**src/isat_defs.vh**
```
// Constants for the two-wire slave address and transfer block
// Notes on behaviour
// - Matched address or data: auto acknowledge, load buffer.
// - No acknowledge if buffer-full or overflow already set.
// - Buffer-full at completion: no load, set irq, overflow.
// - Overflow only: load buffer, set irq, no acknowledge.
// - Buffer read clears full; overflow cleared by software.
// - After enable, wait start, sample eight bits rising.
// - Compare shift bits 7:1 with own address.
// - Load/full at 8th fall; irq at 9th fall.
// - 10-bit high byte is 11110 A9 A8 write.
// - Each 10-bit half: flags, hold clock; address write releases.
// - After repeated start, high byte alone matches for read.
// - Write-direction match clears direction bit, buffers address.
// - Read-direction match sets direction, acknowledges, holds clock.
// - Transmit write loads shifter; release bit frees clock.
// - Transmit MSB first, data changes on clock fall.
// - Irq flag set at ninth fall; software clears it.
// - Master ack at ninth rise: high resets, low continues.
// - General call enabled: all-zero write address matches.
// - 10-bit general call skips second half and refresh flag.
// - In sleep still receive; wake on irq if enabled.
// - Any reset disables module, abandons transfer.
// - Active only with port enable; enable takes pins.
// - Low four control bits select slave addressing mode.
`ifndef ISAT_DEFS_VH
`define ISAT_DEFS_VH
`define ISAT_MODE_SLAVE7 4'h6
`define ISAT_MODE_SLAVE10 4'h7
`define ISAT_TEN_BIT_PREFIX 5'h1E
`define ISAT_GCALL_ADDR 8'h00
`define ISAT_BITS_PER_BYTE 4'h8
`define ISAT_ACK_SLOT 4'h9
`define ISAT_STAGE_DATA 2'h0
`define ISAT_STAGE_FIRST 2'h1
`define ISAT_STAGE_SECOND 2'h2
`define ISAT_OWN_ADDR_RESET 8'h00
`endif

```
**src/isat_rx_fifo.v**
```verilog
// Two-entry receive buffer with valid/ready on both sides
`timescale 1ns/1ps
module isat_rx_fifo #(
   parameter WIDTH = 8
) (
   input wire clk_sys,
   input wire rst,
   input wire in_valid,
   output reg in_ready,
   input wire [WIDTH-1:0] in_data,
   output reg out_valid,
   input wire out_ready,
   output reg [WIDTH-1:0] out_data
);
   reg [WIDTH-1:0] spare_reg;
   reg spare_valid_reg;
   wire push;
   wire pop;

   assign push = in_valid & in_ready;
   assign pop = out_valid & out_ready;

   // Head register feeds the output, spare slot backs it up
   always @(posedge clk_sys)
   begin
      if (rst)
      begin
         out_valid <= 1'b0;
         out_data <= {WIDTH{1'b0}};
         spare_reg <= {WIDTH{1'b0}};
         spare_valid_reg <= 1'b0;
         in_ready <= 1'b1;
      end
      else
      begin
         if (pop)
         begin
            if (spare_valid_reg)
            begin
               out_data <= spare_reg;
               out_valid <= 1'b1;
               spare_valid_reg <= push;
               spare_reg <= in_data;
            end
            else
            begin
               out_valid <= push;
               out_data <= in_data;
            end
         end
         else if (push)
         begin
            if (!out_valid)
            begin
               out_valid <= 1'b1;
               out_data <= in_data;
            end
            else
            begin
               spare_valid_reg <= 1'b1;
               spare_reg <= in_data;
            end
         end
         // Full when both slots are taken after this edge
         in_ready <= ~((out_valid | push) & (spare_valid_reg | (push & out_valid & ~pop)))
                     | (pop & ~(spare_valid_reg & push));
      end
   end
endmodule

```
**src/isat_slave.v**
```verilog
// Two-wire slave: address match, receive, transmit and clock stretching
`timescale 1ns/1ps
`include "isat_defs.vh"
module isat_slave #(
   parameter DATA_W = 8
) (
   input wire clk_sys,
   input wire rst,
   input wire scl_in,
   output reg scl_out,
   output reg scl_oe,
   input wire sda_in,
   output reg sda_out,
   output reg sda_oe,
   input wire port_enable_bit,
   input wire [3:0] mode_sel,
   input wire general_call_enable,
   input wire own_address_wr,
   input wire [DATA_W-1:0] own_address_data,
   input wire buffer_rd,
   output wire [DATA_W-1:0] serial_data_buffer,
   output wire buffer_full_flag,
   input wire tx_wr,
   input wire [DATA_W-1:0] tx_data,
   input wire clock_release_set,
   output reg clock_release_bit,
   output reg receive_overflow_flag,
   input wire overflow_clear,
   output reg serial_irq_flag,
   input wire irq_flag_clear,
   input wire irq_enable,
   input wire sleep_mode,
   output reg wake_req,
   output reg address_refresh_flag,
   output reg direction_flag
);
   localparam ST_IDLE = 3'h0;
   localparam ST_RX = 3'h1;
   localparam ST_ACK = 3'h2;
   localparam ST_TX = 3'h3;
   localparam ST_TXACK = 3'h4;

   reg scl_s1_reg, scl_s2_reg, scl_prev_reg;
   reg sda_s1_reg, sda_s2_reg, sda_prev_reg;
   reg [2:0] state_reg;
   reg [3:0] cnt_reg;
   reg [DATA_W-1:0] shift_reg;
   reg [1:0] stage_reg;
   reg [DATA_W-1:0] own_address_register;
   reg tenbit_ok_reg;
   reg ua_pend_reg;
   reg tx_pend_reg;
   reg ua_hold_reg;
   reg tx_hold_reg;
   reg nack_reg;
   reg push_reg;
   reg [DATA_W-1:0] push_data_reg;
   wire fifo_in_ready;
   wire scl_rise, scl_fall, start_det, stop_det;
   wire active, ten_mode;
   wire rw, gc_hit, hi_hit, m7, m10, lo_hit, accept;
   wire byte_done, irq_set, ovf_set, ua_event;

   // Seven upper address bits compared against own address
   function addr7_match;
      input [DATA_W-1:0] a;
      input [DATA_W-1:0] b;
      begin
         addr7_match = (a[7:1] == b[7:1]);
      end
   endfunction

   // Two-flop synchronisers plus history for edge finding
   always @(posedge clk_sys)
   begin
      if (rst)
      begin
         scl_s1_reg <= 1'b1;
         scl_s2_reg <= 1'b1;
         scl_prev_reg <= 1'b1;
         sda_s1_reg <= 1'b1;
         sda_s2_reg <= 1'b1;
         sda_prev_reg <= 1'b1;
      end
      else
      begin
         scl_s1_reg <= scl_in;
         scl_s2_reg <= scl_s1_reg;
         scl_prev_reg <= scl_s2_reg;
         sda_s1_reg <= sda_in;
         sda_s2_reg <= sda_s1_reg;
         sda_prev_reg <= sda_s2_reg;
      end
   end

   // Bus events
   assign scl_rise = scl_s2_reg & ~scl_prev_reg;
   assign scl_fall = ~scl_s2_reg & scl_prev_reg;
   assign start_det = scl_s2_reg & scl_prev_reg & sda_prev_reg & ~sda_s2_reg;
   assign stop_det = scl_s2_reg & scl_prev_reg & ~sda_prev_reg & sda_s2_reg;

   // Mode select and enable
   assign ten_mode = (mode_sel == `ISAT_MODE_SLAVE10);
   assign active = port_enable_bit & (ten_mode | (mode_sel == `ISAT_MODE_SLAVE7));

   // Address decode on the completed byte
   assign rw = shift_reg[0];
   assign gc_hit = general_call_enable & (shift_reg == `ISAT_GCALL_ADDR);
   assign hi_hit = addr7_match(shift_reg, own_address_register);
   assign m7 = ~ten_mode & hi_hit;
   assign m10 = ten_mode & (shift_reg[7:3] == `ISAT_TEN_BIT_PREFIX) & hi_hit
                & (~rw | tenbit_ok_reg);
   assign lo_hit = (shift_reg == own_address_register);
   assign byte_done = (state_reg == ST_RX) & scl_fall & (cnt_reg == `ISAT_BITS_PER_BYTE);
   assign accept = (stage_reg == `ISAT_STAGE_DATA) | gc_hit | m7
                   | ((stage_reg == `ISAT_STAGE_FIRST) & m10)
                   | ((stage_reg == `ISAT_STAGE_SECOND) & lo_hit);
   assign ovf_set = byte_done & accept & buffer_full_flag;
   // Low address half carries no direction bit, so it always refreshes
   assign ua_event = byte_done & accept & ten_mode & ~gc_hit & ((stage_reg == `ISAT_STAGE_SECOND)
                     | ((stage_reg == `ISAT_STAGE_FIRST) & ~rw));
   assign irq_set = scl_fall & (cnt_reg == `ISAT_ACK_SLOT)
                    & ((state_reg == ST_ACK) | (state_reg == ST_TXACK));

   // Receive buffer between shifter and software
   isat_rx_fifo #(
      .WIDTH(DATA_W)
   ) u_rx_fifo (
      .clk_sys(clk_sys),
      .rst(rst),
      .in_valid(push_reg),
      .in_ready(fifo_in_ready),
      .in_data(push_data_reg),
      .out_valid(buffer_full_flag),
      .out_ready(buffer_rd),
      .out_data(serial_data_buffer)
   );

   // Own address register, written by software
   always @(posedge clk_sys)
   begin
      if (rst)
         own_address_register <= `ISAT_OWN_ADDR_RESET;
      else if (own_address_wr)
         own_address_register <= own_address_data;
   end

   // Software-cleared flags; hardware set wins over clear
   always @(posedge clk_sys)
   begin
      if (rst)
      begin
         receive_overflow_flag <= 1'b0;
         serial_irq_flag <= 1'b0;
         address_refresh_flag <= 1'b0;
         wake_req <= 1'b0;
      end
      else
      begin
         if (ovf_set)
            receive_overflow_flag <= 1'b1;
         else if (overflow_clear)
            receive_overflow_flag <= 1'b0;
         if (irq_set)
            serial_irq_flag <= 1'b1;
         else if (irq_flag_clear)
            serial_irq_flag <= 1'b0;
         if (ua_event)
            address_refresh_flag <= 1'b1;
         else if (own_address_wr)
            address_refresh_flag <= 1'b0;
         wake_req <= sleep_mode & irq_enable & (irq_set | (wake_req & serial_irq_flag));
      end
   end

   // Main transfer sequencer
   always @(posedge clk_sys)
   begin
      if (rst | ~active)
      begin
         state_reg <= ST_IDLE;
         cnt_reg <= 4'h0;
         shift_reg <= {DATA_W{1'b0}};
         stage_reg <= `ISAT_STAGE_DATA;
         tenbit_ok_reg <= 1'b0;
         ua_pend_reg <= 1'b0;
         tx_pend_reg <= 1'b0;
         ua_hold_reg <= 1'b0;
         tx_hold_reg <= 1'b0;
         nack_reg <= 1'b0;
         push_reg <= 1'b0;
         push_data_reg <= {DATA_W{1'b0}};
         direction_flag <= 1'b0;
         clock_release_bit <= 1'b0;
         sda_oe <= 1'b0;
      end
      else
      begin
         push_reg <= 1'b0;
         if (clock_release_set)
         begin
            clock_release_bit <= 1'b1;
            tx_hold_reg <= 1'b0;
         end
         if (own_address_wr)
            ua_hold_reg <= 1'b0;
         if (tx_wr & (state_reg == ST_TX) & (cnt_reg == 4'h0))
            shift_reg <= tx_data;
         if (start_det)
         begin
            state_reg <= ST_RX;
            cnt_reg <= 4'h0;
            stage_reg <= `ISAT_STAGE_FIRST;
            sda_oe <= 1'b0;
            tx_hold_reg <= 1'b0;
            ua_hold_reg <= 1'b0;
         end
         else if (stop_det)
         begin
            state_reg <= ST_IDLE;
            tenbit_ok_reg <= 1'b0;
            sda_oe <= 1'b0;
         end
         else
         begin
            case (state_reg)
               ST_IDLE: sda_oe <= 1'b0;
               ST_RX:
               begin
                  if (scl_rise & (cnt_reg < `ISAT_BITS_PER_BYTE))
                  begin
                     shift_reg <= {shift_reg[DATA_W-2:0], sda_s2_reg};
                     cnt_reg <= cnt_reg + 4'h1;
                  end
                  else if (byte_done)
                  begin
                     if (accept)
                     begin
                        // Load only with buffer free; ack only with both flags clear
                        push_reg <= ~buffer_full_flag;
                        push_data_reg <= shift_reg;
                        sda_oe <= ~buffer_full_flag & ~receive_overflow_flag;
                        state_reg <= ST_ACK;
                        ua_pend_reg <= ua_event;
                        tx_pend_reg <= (stage_reg == `ISAT_STAGE_FIRST) & ~gc_hit & rw;
                        if (stage_reg == `ISAT_STAGE_FIRST)
                           direction_flag <= rw & ~gc_hit;
                        if ((stage_reg == `ISAT_STAGE_FIRST) & m10 & ~gc_hit & ~rw)
                           stage_reg <= `ISAT_STAGE_SECOND;
                        else
                           stage_reg <= `ISAT_STAGE_DATA;
                        if (stage_reg == `ISAT_STAGE_SECOND)
                           tenbit_ok_reg <= 1'b1;
                     end
                     else
                        state_reg <= ST_IDLE;
                  end
               end
               ST_ACK:
               begin
                  if (scl_rise)
                     cnt_reg <= `ISAT_ACK_SLOT;
                  else if (scl_fall & (cnt_reg == `ISAT_ACK_SLOT))
                  begin
                     sda_oe <= 1'b0;
                     cnt_reg <= 4'h0;
                     ua_hold_reg <= ua_pend_reg;
                     if (tx_pend_reg)
                     begin
                        tx_hold_reg <= 1'b1;
                        clock_release_bit <= 1'b0;
                        state_reg <= ST_TX;
                     end
                     else
                        state_reg <= ST_RX;
                  end
               end
               ST_TX:
               begin
                  sda_oe <= ~shift_reg[DATA_W-1];
                  if (scl_rise)
                     cnt_reg <= cnt_reg + 4'h1;
                  else if (scl_fall & (cnt_reg != 4'h0))
                  begin
                     if (cnt_reg == `ISAT_BITS_PER_BYTE)
                     begin
                        sda_oe <= 1'b0;
                        state_reg <= ST_TXACK;
                     end
                     else
                        shift_reg <= {shift_reg[DATA_W-2:0], 1'b0};
                  end
               end
               ST_TXACK:
               begin
                  sda_oe <= 1'b0;
                  if (scl_rise)
                  begin
                     cnt_reg <= `ISAT_ACK_SLOT;
                     nack_reg <= sda_s2_reg;
                  end
                  else if (scl_fall & (cnt_reg == `ISAT_ACK_SLOT))
                  begin
                     cnt_reg <= 4'h0;
                     if (nack_reg)
                        state_reg <= ST_IDLE;
                     else
                     begin
                        state_reg <= ST_TX;
                        tx_hold_reg <= 1'b1;
                        clock_release_bit <= 1'b0;
                     end
                  end
               end
               default:
               begin
                  state_reg <= ST_IDLE;
               end
            endcase
         end
      end
   end

   // Clock stretch: pins only pulled low, both receive slots taken also stalls the bus
   always @(posedge clk_sys)
   begin
      if (rst)
      begin
         scl_oe <= 1'b0;
         scl_out <= 1'b0;
         sda_out <= 1'b0;
      end
      else
      begin
         scl_out <= 1'b0;
         sda_out <= 1'b0;
         scl_oe <= active & (tx_hold_reg | ua_hold_reg
                   | (~fifo_in_ready & (state_reg != ST_IDLE) & ~scl_s2_reg));
      end
   end
endmodule

```
**config.mk**
```make
export PLATFORM = sky130hd
export DESIGN_NAME = isat_slave
export DESIGN_NICKNAME = d
export VERILOG_FILES = /design/src/isat_rx_fifo.v /design/src/isat_slave.v
export VERILOG_INCLUDE_DIRS = /design/src
export SDC_FILE = /design/constraint.sdc
export NUM_CORES = 1
export LEC_CHECK = 0
export ABC_AREA = 1
export BUFFER_PORTS_ARGS = -buffer_cell sky130_fd_sc_hd__buf_2
export CAP_MARGIN = 40
export CORE_MARGIN = 1
export CORE_UTILIZATION = 57
export CTS_BUF_LIST = sky130_fd_sc_hd__clkbuf_16
export DETAILED_ROUTE_END_ITERATION = 16
export GPL_TIMING_DRIVEN = 0
export PLACE_DENSITY_LB_ADDON = 0.2
export RECOVER_POWER = 25
export SLEW_MARGIN = 10
export SYNTH_ARGS = -nofsm -noshare
export SYNTH_HDL_FRONTEND = slang
export SYNTH_HIERARCHICAL = 1
export SYNTH_SLANG_ARGS = --single-unit
```
**constraint.sdc**
```tcl
create_clock -name clk_sys -period 1.8 [get_ports clk_sys]
set_input_delay 0.36 -clock clk_sys [delete_from_list [all_inputs] [get_ports clk_sys]]
set_output_delay 0.36 -clock clk_sys [all_outputs]
set_load 0.01 [all_outputs]
```
==> impl_metrics.env <==
export IMPL_cp_data_required_time_ps=2060
export IMPL_portBuffers=50
export IMPL_synth_top_cells_by_area="sky130_fd_sc_hd__dfxtp_1 40%, sky130_fd_sc_hd__nand2_1 10%, sky130_fd_sc_hd__nor2_1 8.0%, sky130_fd_sc_hd__inv_1 5.4%, sky130_fd_sc_hd__nand3_1 5.1%"
export IMPL_grt_overflow_total=0
export IMPL_die_height_microns=82.50
export IMPL_layout_filler_cells=509
export IMPL_setup_worst_path_start_class="register"
export IMPL_critical_path_endpoint="tx_pend_reg"
export IMPL_clock_insertion_delay_at_the_later_pin_of_the_skew_report_ps=330
export IMPL_power_per_cell_area_nw_per_um2=818.4
export IMPL_met2RoutedLength_microns=4180
export IMPL_clock_sink_count=73
export IMPL_synth_top_area_cell="sky130_fd_sc_hd__dfxtp_1"
export IMPL_finalSetupViolations=0
export IMPL_maxUsedRoutingLayer="met4"
export IMPL_worst_clock_skew_ps=2.924
export IMPL_setup_total_negative_slack_ps=0
export IMPL_timing_critical_path_arrival_ps=2020
export IMPL_maxCapViolCount=0
export IMPL_detail_route_antenna_nets=0
export IMPL_critical_path_start="stage_reg[1]"
export IMPL_dieArea_sq_um=6805
export IMPL_grt_first_pass_wirelength_microns=14120
export IMPL_pin_count=53
export IMPL_synth_seq_cells=73
export IMPL_synth_top_area_share_pct=39.57
export IMPL_timing_final_crit_period_ps=1762
export IMPL_final_instance_count_excl_fill=668
export IMPL_avgRoutedWirePerCell_microns=13.11
export IMPL_drt_first_iter_violations=201
export IMPL_wl_met3_microns=498
export IMPL_layout_nets=625
export IMPL_fmax_mhz=567.4
export IMPL_cts_path_max_buffers=2
export IMPL_netlist_instances=525
export IMPL_fraction_of_final_layout_cells_with_drive_strength_greater_than_1_pct=22.26
export IMPL_die_width_microns=82.50
export IMPL_tritoncts_num_buffers=9
export IMPL_netlist_area_sq_um=3694
export IMPL_fin_crit_sh_pct=97.91
export IMPL_most_common_layout_cells="99 x sky130_fd_sc_hd__nand2_1, 76 x sky130_fd_sc_hd__nor2_1, 69 x sky130_fd_sc_hd__dfxtp_1"
export IMPL_timing_worst_setup_path_type="reg -> reg"
export IMPL_m1WireLength_microns=3950
export IMPL_tritoncts="done"
export IMPL_static_leakage_power_nw=1.952
export IMPL_timing_reg2reg_worst_path_depth=10
export IMPL_timing_hold_worst_class="in -> reg"
export IMPL_asyncSetResetFlopFracSynth_pct=0
export IMPL_gpl_final_weighted_congestion=0.8945
export IMPL_clk_pin_slew_worst_setup_hold_paths_ps=60
export IMPL_cp_max_fo=5
export IMPL_rsz0062_at_grt="true"
export IMPL_critical_path_endpoint_type="register"
export IMPL_hold_violations=0
export IMPL_synth_area_per_cell_sq_um=7.035
export IMPL_rows=28
export IMPL_critical_path_reg2reg_endpoint="tx_pend_reg"
export IMPL_antenna_found_initial=0
export IMPL_worst_r2r_startpoint="stage_reg[1]"
export IMPL_post_route_drc_count=0
export IMPL_firstDrtPassIters=5
export IMPL_via_cell_ratio=5.356
export IMPL_cts_root_buf="sky130_fd_sc_hd__clkbuf_16"
export IMPL_vdd_drop_max_v=0.001045
export IMPL_synth_enable_flop_cells=0
export IMPL_htree_levels=3
export IMPL_pin_count_of_the_biggest_net_entering_global_routing=14
export IMPL_fp_coreArea_sq_um=6096
export IMPL_ys_warnings_count=6
export IMPL_synth_sequential_area_ratio_pct=39.57
export IMPL_dominantRegCellSynth="sky130_fd_sc_hd__dfxtp_1"
export IMPL_num_antenna_cells=0
export IMPL_layout_cells_most_common="sky130_fd_sc_hd__nand2_1"
export IMPL_first_global_vias=3170
export IMPL_area_growth_syn_to_layout_pct=18.09
export IMPL_placed_cells_incl_taps=651
export IMPL_slew_violations=0
export IMPL_routed_wl_microns=8760
export IMPL_detailedPlacementHpwl_microns=6580
export IMPL_effective_utilization_at_floorplan_pct=60.59
export IMPL_route_vias_total=3578
export IMPL_cts_hold_buf=0
export IMPL_ff2ff_setup_slack_ps=40
export IMPL_all_layer_gr_usage_pct=27.50
export IMPL_ys_types=43
export IMPL_status="completed"
## Yosys cell counts, drive strengths merged (2+ instances only)
master / n
nand2: 109
nor2: 91
dfxtp: 73
inv: 71
nand3: 44
a21oi: 34
o21ai: 28
nor3: 13
buf: 11
o211ai: 11
nand3b: 9
nand4: 6
or2: 6
a31oi: 3
ha: 3
a22oi: 2
clkbuf: 2
xnor2: 2
## how the worst min path moves through the flow
stage	from	endpoint	slack [ps]	cells after the start
3_3_place_gp	sda_s1_reg	sda_s2_reg	390	1
4_1_cts	scl_in	scl_s1_reg	200	2
5_1_grt	scl_in	scl_s1_reg	210	2
3_5_place_dp	sda_s1_reg	sda_s2_reg	400	1
2_1_floorplan	scl_s1_reg	scl_s2_reg	390	1
6_report	scl_in	scl_s1_reg	210	2
## routing by layer
metal | vias to the layer above | GRT usage (%)
li1 | 1825 | -
met1 | 1623 | 34.26
met2 | 117 | 47.52
met3 | 13 | 6.154
met4 | 0 | 7.759
met5 | - | 0
## cells by family (layout without fill, tap and decap cells)
group / after synthesis / count (layout) / synth area share (%)
other cells: 1 / 2 / 0.1015
xor+xnor: 3 / 3 / 0.7115
fa+ha+maj: 3 / 3 / 1.016
buf+inv: 85 / 152 / 9.620
compound gates: 82 / 82 / 13.04
flops: 73 / 73 / 39.57
simple gates: 278 / 278 / 35.94
## through the flow
step                      hold WS [ps]  power, mW  cell area (sq um)  util, %  setup slack (ps)
after detailed placement         398.5      1.834               4041    66.30            -67.07
after global routing             212.7      3.662               4362    71.55            -23.60
final                            205.1      3.569               4362    71.55             37.60
after CTS                        203.4      3.579               4338    71.16             84.41
after global placement           391.6      1.828               4041    66.30            -65.89
after floorplan                  389.5      1.768               3697        -             293.3
## final cells by class
type	instances	area (sq um)	share of cell area, %
tap	75	93.84	2.151
inverter	72	270.3	6.196
multi-input combinational	368	1892	43.37
timing repair buffer	51	255.2	5.852
sequential	73	1466	33.62
clock inverter	7	71.32	1.635
clock buffer	9	225.2	5.164
buffer	13	87.58	2.008
## power by group
group | switching, mW | total (mW) | internal, mW
combinational | 0.0917 | 0.154 | 0.0621
sequential | 0.0119 | 1.65 | 1.63
clock | 0.701 | 1.77 | 1.07
total | 0.804 | 3.57 | 2.77
## worst max-delay path, cell delays in order, from the launching register on
cell and delay (ps):
sky130_fd_sc_hd__dfxtp_1 380, sky130_fd_sc_hd__inv_1 110, sky130_fd_sc_hd__nor2_2 150, sky130_fd_sc_hd__nand2_1 60, sky130_fd_sc_hd__o21ai_0 160, sky130_fd_sc_hd__nand3_1 180, sky130_fd_sc_hd__nand3_2 140, sky130_fd_sc_hd__nand2_2 100
sky130_fd_sc_hd__inv_2 140, sky130_fd_sc_hd__nand4_1 140, sky130_fd_sc_hd__o21ai_1 130
## repair_timing
| item | in CTS | in global routing |
|---|---|---|
| setup buffers | 0 | 1 |
| setup endpoints to repair | 0 | 24 |
| gates resized for setup | 0 | 13 |
No activity file was read; power rests on OpenSTA's default activity.
